===== src/dae_pkg.sv =====
package dae_pkg;
	// Instruction byte layout: [7:6] group, [5:3] op/dest, [2:0] src (misc: dest reg/pair, direct: op)
	localparam logic [1:0] GRP_COPY   = 2'h0;
	localparam logic [1:0] GRP_ARITH  = 2'h1;
	localparam logic [1:0] GRP_MISC   = 2'h2;
	localparam logic [1:0] GRP_DIRECT = 2'h3;
	localparam int IMM_BIT   = 3;
	localparam int CARRY_BIT = 4;
	localparam int SUB_BIT   = 5;

	localparam logic [2:0] MISC_LOAD_IMM8      = 3'h0;
	localparam logic [2:0] MISC_BUMP_UP        = 3'h1;
	localparam logic [2:0] MISC_BUMP_DOWN      = 3'h2;
	localparam logic [2:0] MISC_LOAD_PAIR_IMM  = 3'h3;
	localparam logic [2:0] MISC_PAIR_BUMP_UP   = 3'h4;
	localparam logic [2:0] MISC_LOAD_ACC_PAIR  = 3'h5;
	localparam logic [2:0] MISC_STORE_ACC_PAIR = 3'h6;

	localparam logic [2:0] DIR_LOAD_ACC  = 3'h0;
	localparam logic [2:0] DIR_STORE_ACC = 3'h1;
	localparam logic [2:0] DIR_LOAD_PTR  = 3'h2;
	localparam logic [2:0] DIR_STORE_PTR = 3'h3;
	localparam logic [2:0] DIR_SWAP      = 3'h4;

	localparam logic [2:0] REG_B   = 3'h0;
	localparam logic [2:0] REG_C   = 3'h1;
	localparam logic [2:0] REG_D   = 3'h2;
	localparam logic [2:0] REG_E   = 3'h3;
	localparam logic [2:0] REG_H   = 3'h4;
	localparam logic [2:0] REG_L   = 3'h5;
	localparam logic [2:0] REG_MEM = 3'h6;
	localparam logic [2:0] REG_A   = 3'h7;
	localparam logic [1:0] PAIR_SP = 2'h3;

	localparam int FL_CARRY = 0;
	localparam int FL_P     = 1;
	localparam int FL_HALF  = 2;
	localparam int FL_Z     = 3;
	localparam int FL_S     = 4;

	// State counts per instruction; one state per clock
	localparam logic [4:0] ST_REG    = 5'h04;
	localparam logic [4:0] ST_PBUMP  = 5'h06;
	localparam logic [4:0] ST_ONE    = 5'h07;
	localparam logic [4:0] ST_TWO    = 5'h0a;
	localparam logic [4:0] ST_THREE  = 5'h0d;
	localparam logic [4:0] ST_FOUR   = 5'h10;
	// Memory slots after the opcode fetch at state 0
	localparam logic [4:0] CNT_ZERO  = 5'h00;
	localparam logic [4:0] SLOT1     = 5'h04;
	localparam logic [4:0] SLOT2     = 5'h07;
	localparam logic [4:0] SLOT3     = 5'h0a;
	localparam logic [4:0] SLOT4     = 5'h0d;

	localparam logic [7:0]  RST_REG = 8'h00;
	localparam logic [15:0] RST_PC  = 16'h0000;
	localparam logic [15:0] RST_SP  = 16'h0000;
	localparam logic [4:0]  RST_FL  = 5'h00;

	typedef enum logic [1:0] {
		DAE_IDLE = 2'h1,
		DAE_EXEC = 2'h2
	} dae_phase_t;
endpackage


===== src/dae_alu_if.sv =====
`timescale 1ns/100ps
interface dae_alu_if;
	logic [7:0] a;
	logic [7:0] b;
	logic       cin;
	logic       sub;
	logic [7:0] res;
	logic       carry;
	logic       half_carry;
	logic       z;
	logic       s;
	logic       p;
	modport alu (input a, b, cin, sub, output res, carry, half_carry);
	modport flag (input res, output z, s, p);
endinterface


===== src/dae_alu.sv =====
`timescale 1ns/100ps
module dae_alu (
	dae_alu_if.alu u
);
	logic [7:0] bx;
	logic       ci;
	logic [4:0] lo;
	logic [4:0] hi;

	// Subtract as add of complement; carry out inverted is the borrow
	assign bx = u.sub ? ~u.b : u.b;
	assign ci = u.sub ? ~u.cin : u.cin;
	assign lo = {1'h0, u.a[3:0]} + {1'h0, bx[3:0]} + {4'h0, ci};
	assign hi = {1'h0, u.a[7:4]} + {1'h0, bx[7:4]} + {4'h0, lo[4]};
	assign u.res = {hi[3:0], lo[3:0]};
	assign u.half_carry = lo[4];
	assign u.carry      = hi[4] ^ u.sub;
endmodule // dae_alu


===== src/dae_flags.sv =====
`timescale 1ns/100ps
module dae_flags (
	dae_alu_if.flag u
);
	assign u.z = (u.res == 8'h00);
	assign u.s = u.res[7];
	assign u.p = ~^u.res;
endmodule // dae_flags


===== src/dae_exec.sv =====
`timescale 1ns/100ps
module dae_exec (
	input  wire logic        core_clk_i,
	input  wire logic        reset_i,
	input  wire logic        run_i,
	input  wire logic [7:0]  mem_rdata_i,
	output logic      [15:0] mem_addr_o,
	output logic             mem_rd_o,
	output logic             mem_wr_o,
	output logic      [7:0]  mem_wdata_o,
	output logic             instr_done_o,
	output logic      [7:0]  acc_o,
	output logic      [4:0]  flags_o,
	output logic      [15:0] pointer_o,
	output logic      [15:0] pc_o
);
	import dae_pkg::*;

	dae_phase_t  phase;
	logic [4:0]  cnt;
	logic [4:0]  next_cnt;
	logic [4:0]  states;
	logic        done;
	logic        go_fetch;
	logic [7:0]  ir;
	logic [7:0]  lo_byte;
	logic [7:0]  hi_byte;
	logic [15:0] md16;
	logic [7:0]  md;
	logic [7:0]  rf [8];
	logic [15:0] sp;
	logic [15:0] pc;
	logic [4:0]  fl;
	logic        src_pc;
	logic [1:0]  grp;
	logic [2:0]  f3;
	logic [2:0]  r3;
	logic [1:0]  pr;
	logic        is_copy;
	logic        is_ar;
	logic        is_misc;
	logic        is_dir;
	logic        r_m;
	logic        bump;
	logic        needs_opnd;
	logic        two_opnd;
	logic [15:0] hl;
	logic [15:0] dir;
	logic [15:0] pair_val;
	logic [15:0] pair_new;
	logic        next_rd;
	logic        next_wr;
	logic        next_src_pc;
	logic [15:0] next_addr;
	logic [7:0]  next_wdata;

	dae_alu_if alu_bus ();
	dae_alu    u_alu   (.u(alu_bus));
	dae_flags  u_flags (.u(alu_bus));

	assign grp      = ir[7:6];
	assign f3       = ir[5:3];
	assign r3       = ir[2:0];
	assign pr       = ir[1:0];
	assign is_copy  = (grp == GRP_COPY);
	assign is_ar    = (grp == GRP_ARITH);
	assign is_misc  = (grp == GRP_MISC);
	assign is_dir   = (grp == GRP_DIRECT);
	assign r_m      = (r3 == REG_MEM);
	assign bump     = is_misc && (f3 == MISC_BUMP_UP || f3 == MISC_BUMP_DOWN);
	assign md       = md16[15:8];
	assign hl       = {rf[REG_H], rf[REG_L]};
	assign dir      = {hi_byte, lo_byte};
	assign pair_val = (pr == PAIR_SP) ? sp : {rf[{pr, 1'h0}], rf[{pr, 1'h1}]};
	assign pair_new = (f3 == MISC_LOAD_PAIR_IMM) ? dir
		: pair_val + 16'h0001;
	assign needs_opnd = (is_ar && ir[IMM_BIT])
		|| (is_misc && (f3 == MISC_LOAD_IMM8 || f3 == MISC_LOAD_PAIR_IMM))
		|| (is_dir && r3 != DIR_SWAP);
	assign two_opnd = (is_misc && f3 == MISC_LOAD_PAIR_IMM)
		|| (is_dir && r3 != DIR_SWAP);

	// Instruction length in states; the opcode is valid from state 1 on
	always_comb begin
		states = ST_REG;
		case (grp)
			GRP_COPY:  if (r_m || f3 == REG_MEM) states = ST_ONE;
			GRP_ARITH: if (r_m || ir[IMM_BIT]) states = ST_ONE;
			GRP_MISC: begin
				case (f3)
					MISC_LOAD_IMM8:    states = r_m ? ST_TWO : ST_ONE;
					MISC_BUMP_UP,
					MISC_BUMP_DOWN:    states = r_m ? ST_TWO : ST_REG;
					MISC_LOAD_PAIR_IMM: states = ST_TWO;
					MISC_PAIR_BUMP_UP: states = ST_PBUMP;
					default:           states = ST_ONE;
				endcase
			end
			default: begin
				if (r3 == DIR_LOAD_ACC || r3 == DIR_STORE_ACC)
					states = ST_THREE;
				else if (r3 == DIR_LOAD_PTR || r3 == DIR_STORE_PTR)
					states = ST_FOUR;
			end
		endcase
	end

	assign done         = (phase == DAE_EXEC) && (cnt == states - 5'h01);
	assign go_fetch     = run_i && (phase == DAE_IDLE || done);
	assign next_cnt     = (phase == DAE_EXEC && !done) ? cnt + 5'h01 : CNT_ZERO;
	assign instr_done_o = done;

	// Run control; run_i is only looked at between instructions
	always_ff @(posedge core_clk_i) begin
		if (reset_i) begin
			phase <= DAE_IDLE;
			cnt   <= CNT_ZERO;
		end else begin
			cnt <= next_cnt;
			case (phase)
				DAE_IDLE: if (run_i) phase <= DAE_EXEC;
				DAE_EXEC: if (done && !run_i) phase <= DAE_IDLE;
				default:  phase <= DAE_IDLE;
			endcase
		end
	end

	// Plan the access for the next state so the bus pins come from flops
	always_comb begin
		next_rd     = 1'h0;
		next_wr     = 1'h0;
		next_src_pc = 1'h0;
		next_addr   = pc;
		next_wdata  = 8'h00;
		if (go_fetch) begin
			next_rd = 1'h1;
		end else if (phase == DAE_EXEC && !done) begin
			if (next_cnt == SLOT1) begin
				if (needs_opnd) begin
					next_rd     = 1'h1;
					next_src_pc = 1'h1;
				end else if (is_copy && r_m) begin
					next_rd   = 1'h1;
					next_addr = hl;
				end else if (is_copy && f3 == REG_MEM) begin
					next_wr    = 1'h1;
					next_addr  = hl;
					next_wdata = rf[r3];
				end else if ((is_ar || bump) && r_m) begin
					next_rd   = 1'h1;
					next_addr = hl;
				end else if (is_misc && f3 == MISC_LOAD_ACC_PAIR) begin
					next_rd   = 1'h1;
					next_addr = pair_val;
				end else if (is_misc && f3 == MISC_STORE_ACC_PAIR) begin
					next_wr    = 1'h1;
					next_addr  = pair_val;
					next_wdata = rf[REG_A];
				end
			end else if (next_cnt == SLOT2) begin
				if (two_opnd) begin
					next_rd     = 1'h1;
					next_src_pc = 1'h1;
				end else if (is_misc && f3 == MISC_LOAD_IMM8 && r_m) begin
					next_wr    = 1'h1;
					next_addr  = hl;
					next_wdata = lo_byte;
				end else if (bump && r_m) begin
					next_wr    = 1'h1;
					next_addr  = hl;
					next_wdata = alu_bus.res;
				end
			end else if (next_cnt == SLOT3 && is_dir) begin
				next_addr  = dir;
				next_rd    = (r3 == DIR_LOAD_ACC || r3 == DIR_LOAD_PTR);
				next_wr    = (r3 == DIR_STORE_ACC || r3 == DIR_STORE_PTR);
				next_wdata = (r3 == DIR_STORE_PTR) ? rf[REG_L] : rf[REG_A];
			end else if (next_cnt == SLOT4 && is_dir) begin
				next_addr  = dir + 16'h0001;
				next_rd    = (r3 == DIR_LOAD_PTR);
				next_wr    = (r3 == DIR_STORE_PTR);
				next_wdata = rf[REG_H];
			end
		end
	end

	always_ff @(posedge core_clk_i) begin
		if (reset_i) begin
			mem_rd_o    <= 1'h0;
			mem_wr_o    <= 1'h0;
			src_pc      <= 1'h0;
			mem_addr_o  <= RST_PC;
			mem_wdata_o <= RST_REG;
		end else begin
			mem_rd_o    <= next_rd;
			mem_wr_o    <= next_wr;
			src_pc      <= next_src_pc;
			mem_addr_o  <= next_addr;
			mem_wdata_o <= next_wdata;
		end
	end

	// Read data is taken at the end of the state in which the read stands
	always_ff @(posedge core_clk_i) begin
		if (reset_i) begin
			ir      <= RST_REG;
			lo_byte <= RST_REG;
			hi_byte <= RST_REG;
			md16    <= RST_PC;
			pc      <= RST_PC;
		end else if (mem_rd_o) begin
			if (cnt == CNT_ZERO) begin
				ir <= mem_rdata_i;
				pc <= pc + 16'h0001;
			end else if (src_pc) begin
				if (cnt == SLOT1)
					lo_byte <= mem_rdata_i;
				else
					hi_byte <= mem_rdata_i;
				pc <= pc + 16'h0001;
			end else begin
				md16 <= {mem_rdata_i, md16[15:8]};
			end
		end
	end

	always_comb begin
		alu_bus.a   = rf[REG_A];
		alu_bus.b   = 8'h00;
		alu_bus.cin = 1'h0;
		alu_bus.sub = 1'h0;
		if (is_ar) begin
			alu_bus.b   = ir[IMM_BIT] ? lo_byte : (r_m ? md : rf[r3]);
			alu_bus.cin = ir[CARRY_BIT] & fl[FL_CARRY];
			alu_bus.sub = ir[SUB_BIT];
		end else if (bump) begin
			alu_bus.a   = r_m ? md : rf[r3];
			alu_bus.b   = 8'h01;
			alu_bus.sub = (f3 == MISC_BUMP_DOWN);
		end
	end

	always_ff @(posedge core_clk_i) begin
		if (reset_i) begin
			for (int i = 0; i < 8; i++)
				rf[i] <= RST_REG;
			sp <= RST_SP;
		end else if (done) begin
			case (grp)
				GRP_COPY: begin
					if (f3 != REG_MEM)
						rf[f3] <= r_m ? md : rf[r3];
				end
				GRP_ARITH: rf[REG_A] <= alu_bus.res;
				GRP_MISC: begin
					case (f3)
						MISC_LOAD_IMM8: if (!r_m) rf[r3] <= lo_byte;
						MISC_BUMP_UP,
						MISC_BUMP_DOWN: if (!r_m) rf[r3] <= alu_bus.res;
						MISC_LOAD_PAIR_IMM,
						MISC_PAIR_BUMP_UP: begin
							if (pr == PAIR_SP)
								sp <= pair_new;
							else begin
								rf[{pr, 1'h0}] <= pair_new[15:8];
								rf[{pr, 1'h1}] <= pair_new[7:0];
							end
						end
						MISC_LOAD_ACC_PAIR: rf[REG_A] <= md;
						default: ;
					endcase
				end
				default: begin
					case (r3)
						DIR_LOAD_ACC: rf[REG_A] <= md;
						DIR_LOAD_PTR: begin
							rf[REG_H] <= md16[15:8];
							rf[REG_L] <= md16[7:0];
						end
						DIR_SWAP: begin
							rf[REG_H] <= rf[REG_D];
							rf[REG_D] <= rf[REG_H];
							rf[REG_L] <= rf[REG_E];
							rf[REG_E] <= rf[REG_L];
						end
						default: ;
					endcase
				end
			endcase
		end
	end

	// Moves and pair ops never reach the flags
	always_ff @(posedge core_clk_i) begin
		if (reset_i) begin
			fl <= RST_FL;
		end else if (done && (is_ar || bump)) begin
			fl[FL_Z]  <= alu_bus.z;
			fl[FL_S]  <= alu_bus.s;
			fl[FL_P]  <= alu_bus.p;
			fl[FL_HALF] <= alu_bus.half_carry;
			if (is_ar)
				fl[FL_CARRY] <= alu_bus.carry;
		end
	end

	assign acc_o     = rf[REG_A];
	assign flags_o   = fl;
	assign pointer_o = hl;
	assign pc_o      = pc;
endmodule // dae_exec


===== config.mk =====
export PLATFORM = sky130hd
export DESIGN_NAME = dae_exec
export DESIGN_NICKNAME = d
export VERILOG_FILES = /design/src/dae_pkg.sv /design/src/dae_alu_if.sv /design/src/dae_alu.sv /design/src/dae_flags.sv /design/src/dae_exec.sv
export SDC_FILE = /design/constraint.sdc
export NUM_CORES = 1
export LEC_CHECK = 0
export BUFFER_PORTS_ARGS = -buffer_cell sky130_fd_sc_hd__buf_2
export CORE_MARGIN = 5
export CORE_UTILIZATION = 52
export CTS_CLUSTER_SIZE = 8
export DETAILED_ROUTE_END_ITERATION = 10
export PLACE_DENSITY = 0.75
export SLEW_MARGIN = 20
export SYNTH_ARGS = -nofsm -noshare
export SYNTH_HDL_FRONTEND = slang
export SYNTH_SLANG_ARGS = --single-unit

===== constraint.sdc =====
create_clock -name core_clk_i -period 8 [get_ports core_clk_i]
set_clock_uncertainty 0.15 [all_clocks]
set_input_delay 1.2 -clock core_clk_i [delete_from_list [all_inputs] [get_ports core_clk_i]]
set_output_delay 1.2 -clock core_clk_i [all_outputs]
set_load 0.03 [all_outputs]

After elaboration in Yosys (flattened, before gate mapping):

Memory sizes are Yosys's and may differ from the RTL's. A register that Yosys moved wholly into a read port is not among the register bits.
Cells that the tools add are included.

* register bits: 111
* latch bits: 0
* bits in writable memories: 64
* bits in read-only memories: 0
* input bits: 11
* output and inout port bits: 72
* memories: 1

Memories
* rf: depth 8, width 8, rd ports 8, clocked after Yosys merged registers in 3, write ports 8, RTL line dae_exec.sv:30 `logic [7:0] rf [8];`

* add/sub/neg operators: 9
* multipliers: 0
* divide/modulo/power cells: 0
* $lt $le $gt $ge: 0
* equality and inequality tests: 27
* shift operators: 0
* mux-type cells: 160
* bitwise logic cells: 18
* reduce and logical (&&, ||, !) cells: 58

Operator list (count)
* $mux W16: 19
* $mux W8: 34
* $mux W1: 85
* $add A16 B1 Y16 const B: 3
* $reduce_or A8 Y1: 4
* $mux W3: 10
* $logic_and A1 B1 Y1: 20
* $pmux W4 S4: 1
* $eq A3 B3 Y1 const B: 5
* $eq A5 B3 Y1 const B: 3
* $mux W5: 3
* $pmux W5 S3: 1
* $logic_or A1 B1 Y1: 13
* $eq A3 B2 Y1 const B: 4
* $reduce_and A4 Y1: 3
* $add A4 B4 Y5: 2
* $add A5 B1 Y5: 2
* $eq A5 B4 Y1 const B: 2
* $or A1 B1 Y1: 10
* $eq A2 B2 Y1 const B: 4
* $logic_not A8 Y1: 1
* $mux W2: 4
* $mux W4: 2
* $not A8 Y8: 1
* other kinds (22): 36

Longest topological paths before layout:

Gate-level depths: netlist of the first run.

* word-level depth: 19
* mapped depth: 27

Hierarchy:

From an unflattened synthesis of the first run, not the netlist that was laid out.

* cell total of the unflattened synthesis: 1377
* area total of the unflattened synthesis: 12385.6 um2

Modules (own cells, without submodules)
* dae_exec: instances 1, cells an instance 1316, area each 11878.9 um2
* dae_alu: instances 1, cells an instance 44, area each 384.1 um2
* dae_flags: instances 1, cells an instance 17, area each 122.6 um2

Worst setup path before layout of the first run:

OpenSTA, ideal clock, no wires.

* path type: register -> register
* start: register with a tool-made name
* end: memory rf[7][5], data pin
* setup time: 0.286 ns
* arrival time: 5.603 ns
* data required time: 7.564 ns
* setup slack: 1.961 ns
* cell stages (with the launch flop): 22
* period minus slack after synthesis: 6.039 ns
* cells stage by stage: dfxtp_1 -> buf_2 -> buf_2 -> buf_2 -> buf_2 -> mux4_2 -> mux2i_1 -> nor2_1 -> a21oi_1 -> mux2i_1 -> o21ai_0 -> xor2_1 -> fa_1 -> fa_1 -> inv_1 -> a21o_1 -> a21oi_1 -> fa_1 -> fa_1 -> a21oi_1 -> o21ai_0 -> o221ai_1

RTL lines (RTL line)
* end, declared: dae_exec.sv:30

Worst setup path after layout of the first run:

* start: register ir[1]
* end: output instr_done_o

* word-level cells in the longest chain between the ends: 8

RTL lines
* start, declared: RTL line dae_exec.sv:25 `logic [7:0] ir;`
* start signal, assigned: RTL line dae_exec.sv:213 `ir <= mem_rdata_i;`
* parallel branches: the longest is 4 deep, another holds $mux W4
* $pmux W5 S3 (*): RTL line dae_exec.sv:86 `case (grp)`
* $sub A5 B1 Y5 (*): RTL line dae_exec.sv:108 `assign done = (phase == DAE_EXEC) && (cnt == states - 5'h01);`
* $eq A5 B5 Y1 (*): RTL line dae_exec.sv:108
* $logic_and A1 B1 Y1 (*): RTL line dae_exec.sv:108
* end, declared: RTL line dae_exec.sv:11 `output logic instr_done_o,`

Mark *: on every way between the ends.

==> flow_metrics.env, run 1 <==
export IMPL_synthCells=1410
export IMPL_mostFrequentLayoutCell="nand2_1"
export IMPL_ys_ff_latch=178
export IMPL_cts_sinks=178
export IMPL_power_density_nw_per_um2=161
export IMPL_fp_dieW_microns=163
export IMPL_gp_congestion=1.04
export IMPL_min_to="sp[13]"
export IMPL_antenna_found_initial=1
export IMPL_synth_ff_type="dfxtp_1"
export IMPL_numPortBuffers=82
export IMPL_nFillCells=2089
export IMPL_ctsResizeCount=0
export IMPL_regToRegStartpoint="ir[1]"
export IMPL_reg2reg_depth=14
export IMPL_reg2reg_slack_ps=1800
export IMPL_dp_slack_ps=1880
export IMPL_grt_usage_pct=36.6
export IMPL_worst_path_buf_inv=4
export IMPL_syn_area_sq_um=12100
export IMPL_num_rows=55
export IMPL_cts_buffers=17
export IMPL_maxSlewHeadroom_pct=23.7
export IMPL_die_height_microns=163
export IMPL_area_growth_pct=10.3
export IMPL_grt_pass1_vias=11472
export IMPL_cp_depth=13
export IMPL_boundaryPins=83
export IMPL_drv_cap=0
export IMPL_critPathSlowestCell="dfxtp_1"
export IMPL_grt_pass1_wl_microns=72400
export IMPL_cts_buffer_depth=2
export IMPL_hpwl_microns=35500
export IMPL_synth_edf_count=64
export IMPL_fin_ws_ps=1490
export IMPL_core_sq_um=22800
export IMPL_crit_path_max_incr_delay_ps=790
export IMPL_hold_viol=0
export IMPL_tritoncts="done"
export IMPL_drc=0
export IMPL_fin_tns_setup_ps=0
export IMPL_final_cell_mix="nand2_1 (166), nor2_1 (156), dfxtp_1 (113)"
export IMPL_worstPathCellList="and3b_1 -> buf_4 -> o31ai_1 -> a222oi_1 -> inv_1 -> ha_1 -> xor2_1 -> nand2_1 -> a211oi_1 -> and3_1 -> nand3_1 -> clkinv_1 -> buf_2"
export IMPL_num_antenna_cells=0
export IMPL_nNetsFinal=1472
export IMPL_finalCritPeriodShare_pct=81.4
export IMPL_drtAntennaViolNets=0
export IMPL_grt_setup_unrepaired="false"
export IMPL_postCtsHoldBufs=0
export IMPL_fmax_mhz=154
export IMPL_async_reset_ff_share_pct=0
export IMPL_hold_path_class="flop to flop"
export IMPL_cts_root_buffer="clkbuf_16"
export IMPL_overflow=0
export IMPL_initial_utilization_pct=53.2
export IMPL_drive_gt1_share_pct=14.2
export IMPL_cp_data_arrival_time_ps=5160
export IMPL_ir_drop_mv=0.124
export IMPL_path_delay_family="simple AND/OR/NAND/NOR gates"
export IMPL_cp_max_fo=27
export IMPL_yosysSeqAreaShare_pct=34.7
export IMPL_post_route_min_period_ps=6510
export IMPL_critPathRequiredTime_ps=6650
export IMPL_clock_latency_ps=460
export IMPL_hold_depth=2
export IMPL_totalPowerFinal_w=0.00215
export IMPL_die_area_sq_um=26400
export IMPL_drv_slew=0
export IMPL_cp_end_kind="output pin"
export IMPL_outcome="finished, final reports clean"
export IMPL_postCtsSetupBuffers=0
export IMPL_dr_total_vias=12276
export IMPL_ys_warnings_count=0
export IMPL_cts_clk_slew_worst_paths_ps=70
export IMPL_worstMarginPinSlew_ps=1140
export IMPL_grt_max_degree=74
export IMPL_wire_per_inst_microns=28.0
export IMPL_min_from="sp[13]"
export IMPL_drtIter0Drc=1824
export IMPL_via_per_inst=6.95
export IMPL_h_tree_depth=4
export IMPL_drt_wl_total_microns=49400
export IMPL_synth_area_per_cell_sq_um=8.59
export IMPL_setup_viol=0
export IMPL_ys_types=74
export IMPL_firstDrtPassIters=7
export IMPL_cellLeakagePower_nw=4.88
export IMPL_startpoint_type="flop"
export IMPL_path_class="flop to output pin"
export IMPL_r2r_end="rf[1][7]"
[power by group]
group	internal (W)	switching (W)	total [W]	leakage (nW)
Combinational	0.0000856	0.000178	0.000264	3.01
Clock	0.000447	0.000439	0.000886	0.289
Sequential	0.000954	0.0000433	0.000998	1.58
Total	0.00149	0.000661	0.00215	4.88
[cell families (layout without fill, tap and decap cells)]
family,Yosys count,in the layout,share of synthesized area (%)
other cells,1,8,0.0310
simple gates,514,514,19.9
xor+xnor,53,53,3.83
compound gates,359,359,19.4
flops,178,178,34.7
buf+inv,142,179,4.58
mux,143,143,15.3
fa+ha+maj,20,20,2.32
[Yosys cell counts (17+ instances only)]
library cell  instances  area [sq um]
a21oi_1              97           485
and3_1               22           138
buf_2                17          85.1
clkbuf_1             78           293
dfxtp_1             114          2280
edfxtp_1             64          1920
inv_1                40           150
mux2_2               17           191
mux2i_1              94           941
mux4_2               32           721
nand2_1             166           623
nand2b_1             20           125
nand3_1              50           250
nor2_1              156           586
nor3_1               22           110
o21ai_0              66           330
o221ai_1             30           263
o22ai_1              28           175
xnor2_1              31           272
xor2_1               22           193
[cell type report]
cell class                      count  area (sq um)  share of cell area (%)
Multi-Input combinational cell   1097          7410                    55.5
Sequential cell                   178          4210                    31.5
Clock inverter                     14           170                    1.27
Clock buffer                       18           429                    3.21
Timing Repair Buffer              106           593                    4.44
Inverter                           41           154                    1.15
Tap cell                          313           392                    2.93
[metrics by stage]
stage                     cells  hold slack [ps]  util, %  cell area, sq um
final                      1767              329     58.6             13400
after global routing       1767              364     58.6             13400
after CTS                  1767              326     58.6             13300
after detailed placement   1735              315     56.0             12700
after global placement     1735              309     56.0             12700
after floorplan            1417              300        -             12100
[sequential cells by signal (all words and copies together) (netlist names), named ones only]
register,count
hi_byte,8
pc_o,16
mem_addr_o,16
lo_byte,8
mem_wdata_o,8
rf,64
ir,8
phase,2
cnt,5
md16,16
src_pc,1
flags_o,5
mem_rd_o,1
mem_wr_o,1
sp,16
[worst max-delay path by stage]
stage	slack (ps)	startpoint	end
2_1_floorplan	1960	flop	rf[7][5]
3_3_place_gp	1990	flop	rf[7][5]
3_5_place_dp	1880	flop	rf[4][5]
4_1_cts	1630	ir[1]	instr_done_o
5_1_grt	1100	ir[3]	instr_done_o
6_report	1490	ir[1]	instr_done_o
[tightest hold or removal path, cell delays in order (launching register included)]
cell	delay, ps
dfxtp_1	310
nand2b_1	60
a21oi_1	60
[routing by layer]
layer	vias up	wire, microns	global-route usage [%]
met5	-	0	0
met4	0	3150	17.8
met3	237	7180	12.9
met2	974	20900	54.5
met1	5787	18100	47.4
li1	5278	-	-
No activity file was read; power rests on OpenSTA's default activity.
==> run 2: changes to the inputs <==
- clock period: 8 -> 6 ns (I/O delays scaled with it)
==> flow_metrics.env, run 2 (synthesis gave the netlist of run 1 again) <==
export IMPL_outcome="finished, final reports clean"
export IMPL_h_tree_depth=4
export IMPL_cellLeakagePower_nw=5.04
export IMPL_path_class="flop to flop"
export IMPL_overflow=0
export IMPL_gp_congestion=1.12
export IMPL_maxSlewHeadroom_pct=24.9
export IMPL_drt_wl_total_microns=49000
export IMPL_hold_ws_ps=329
export IMPL_initial_utilization_pct=53.2
export IMPL_grt_usage_pct=36.2
export IMPL_drv_slew=0
export IMPL_clock_latency_ps=450
export IMPL_critPathRequiredTime_ps=6020
export IMPL_p_int_w=0.00205
export IMPL_via_per_inst=7.01
export IMPL_tritoncts="done"
export IMPL_switching_share_pct=29.0
export IMPL_power_density_nw_per_um2=213
export IMPL_cp_end_kind="flop"
export IMPL_die_height_microns=163
export IMPL_reg2reg_slack_ps=320
export IMPL_numPortBuffers=82
export IMPL_nNetsFinal=1502
export IMPL_startpoint_type="flop"
export IMPL_nFillCells=2048
export IMPL_seq_power_share_pct=45.4
export IMPL_drc=0
export IMPL_cts_buffers=17
export IMPL_mostFrequentLayoutCell="nand2_1"
export IMPL_core_sq_um=22800
export IMPL_boundaryPins=83
export IMPL_post_route_min_period_ps=5680
export IMPL_seqCellArea_sq_um=4210
export IMPL_setup_viol=0
export IMPL_postCtsHoldBufs=0
export IMPL_fp_dieW_microns=163
export IMPL_worstMarginPinSlew_ps=1110
export IMPL_die_area_sq_um=26400
export IMPL_multi_input_area_sq_um=7410
export IMPL_p_switching_w=0.000838
export IMPL_grt_max_degree=77
export IMPL_r2r_end="rf[4][5]"
export IMPL_cts_root_buffer="clkbuf_16"
export IMPL_final_cell_mix="nand2_1 (166), nor2_1 (156), dfxtp_1 (113)"
export IMPL_hold_path_class="flop to flop"
export IMPL_ir_drop_mv=0.164
export IMPL_min_to="sp[8]"
export IMPL_num_antenna_cells=0
export IMPL_cts_buffer_depth=2
export IMPL_drive_gt1_share_pct=15.9
export IMPL_cp_data_arrival_time_ps=5700
export IMPL_cp_max_fo=6
export IMPL_drv_cap=0
export IMPL_ctsResizeCount=0
export IMPL_fmax_mhz=176
export IMPL_min_from="sp[8]"
export IMPL_reg2reg_depth=17
export IMPL_hpwl_microns=34900
export IMPL_drtIter0Drc=2331
export IMPL_dr_total_vias=12593
export IMPL_clkPwrFrac_pct=41.7
export IMPL_grt_pass1_wl_microns=72400
export IMPL_grt_pass1_vias=11398
export IMPL_p_comb_share_pct=12.9
export IMPL_largest_register="rf"
export IMPL_area_growth_pct=12.3
export IMPL_antenna_found_initial=1
export IMPL_firstDrtPassIters=7
export IMPL_drtAntennaViolNets=0
export IMPL_finalCritPeriodShare_pct=94.7
export IMPL_cts_clk_slew_worst_paths_ps=80
export IMPL_wire_per_inst_microns=27.3
export IMPL_cts_sinks=178
export IMPL_fin_tns_setup_ps=0
export IMPL_num_rows=55
export IMPL_hold_viol=0
export IMPL_postCtsSetupBuffers=0
export IMPL_grt_setup_unrepaired="false"
export IMPL_hold_depth=2
export IMPL_largest_reg_flops=64
==> run 2: final cells by class <==
cell class / count / area share, %
clock buffer: 21 / 3.47
clock inverter: 11 / 1.04
inverter: 41 / 1.13
multi-input combinational: 1097 / 54.5
sequential: 178 / 30.9
tap: 313 / 2.88
timing repair buffer: 136 / 6.02
==> run 2: worst max path at each step <==
stage,endpoint,slack [ps],depth (start not counted)
detailed placement,rf[7][5],440,17
finish,rf[4][5],320,17
CTS,rf[7][5],400,17
global route,rf[4][6],20,19
global placement,rf[7][5],530,17
floorplan,rf[7][6],30,23
==> run 2: through the flow <==
step / cells / worst slack [ps] / util [%] / total power [W] / cell area (sq um)
after floorplan: 1417 / 31.3 / - / 0.00156 / 12100
after global placement: 1765 / 531 / 56.9 / 0.00168 / 13000
after detailed placement: 1765 / 437 / 57.0 / 0.00169 / 13000
after CTS: 1797 / 398 / 59.7 / 0.00286 / 13600
after global routing: 1797 / 15.9 / 59.7 / 0.00295 / 13600
final: 1797 / 320 / 59.7 / 0.00289 / 13600
==> run 2: power groups by stage <==
stage	clock network [W]	registers [W]	logic [W]
4_1_cts	0.00120	0.00131	0.000356
3_5_place_dp	0	0.00134	0.000353
5_1_grt	0.00124	0.00131	0.000389
2_1_floorplan	0	0.00133	0.000228
3_3_place_gp	0	0.00134	0.000347
6_report	0.00121	0.00131	0.000372
==> run 2: layer usage <==
| layer | up-vias | global-route usage [%] | part of all wire [%] |
|---|---|---|---|
| met3 | 272 | 11.6 | 16 |
| li1 | 5353 | - | - |
| met1 | 5809 | 47.8 | 35 |
| met4 | 0 | 18.5 | 7.0 |
| met2 | 1159 | 53.2 | 42 |
| met5 | - | 0 | 0 |
==> run 2: worst max-delay path: stages (launching register included) <==
cell	delay (ps)
dfxtp_2	410
mux4_2	520
mux2i_1	370
nor2_1	80
a21oi_1	230
mux2i_1	110
o21ai_0	200
xor2_1	120
fa_1	460
fa_1	470
inv_1	70
a21o_1	100
a21oi_1	110
fa_1	490
fa_1	680
a21oi_1	140
o21ai_1	470
o221ai_1	220
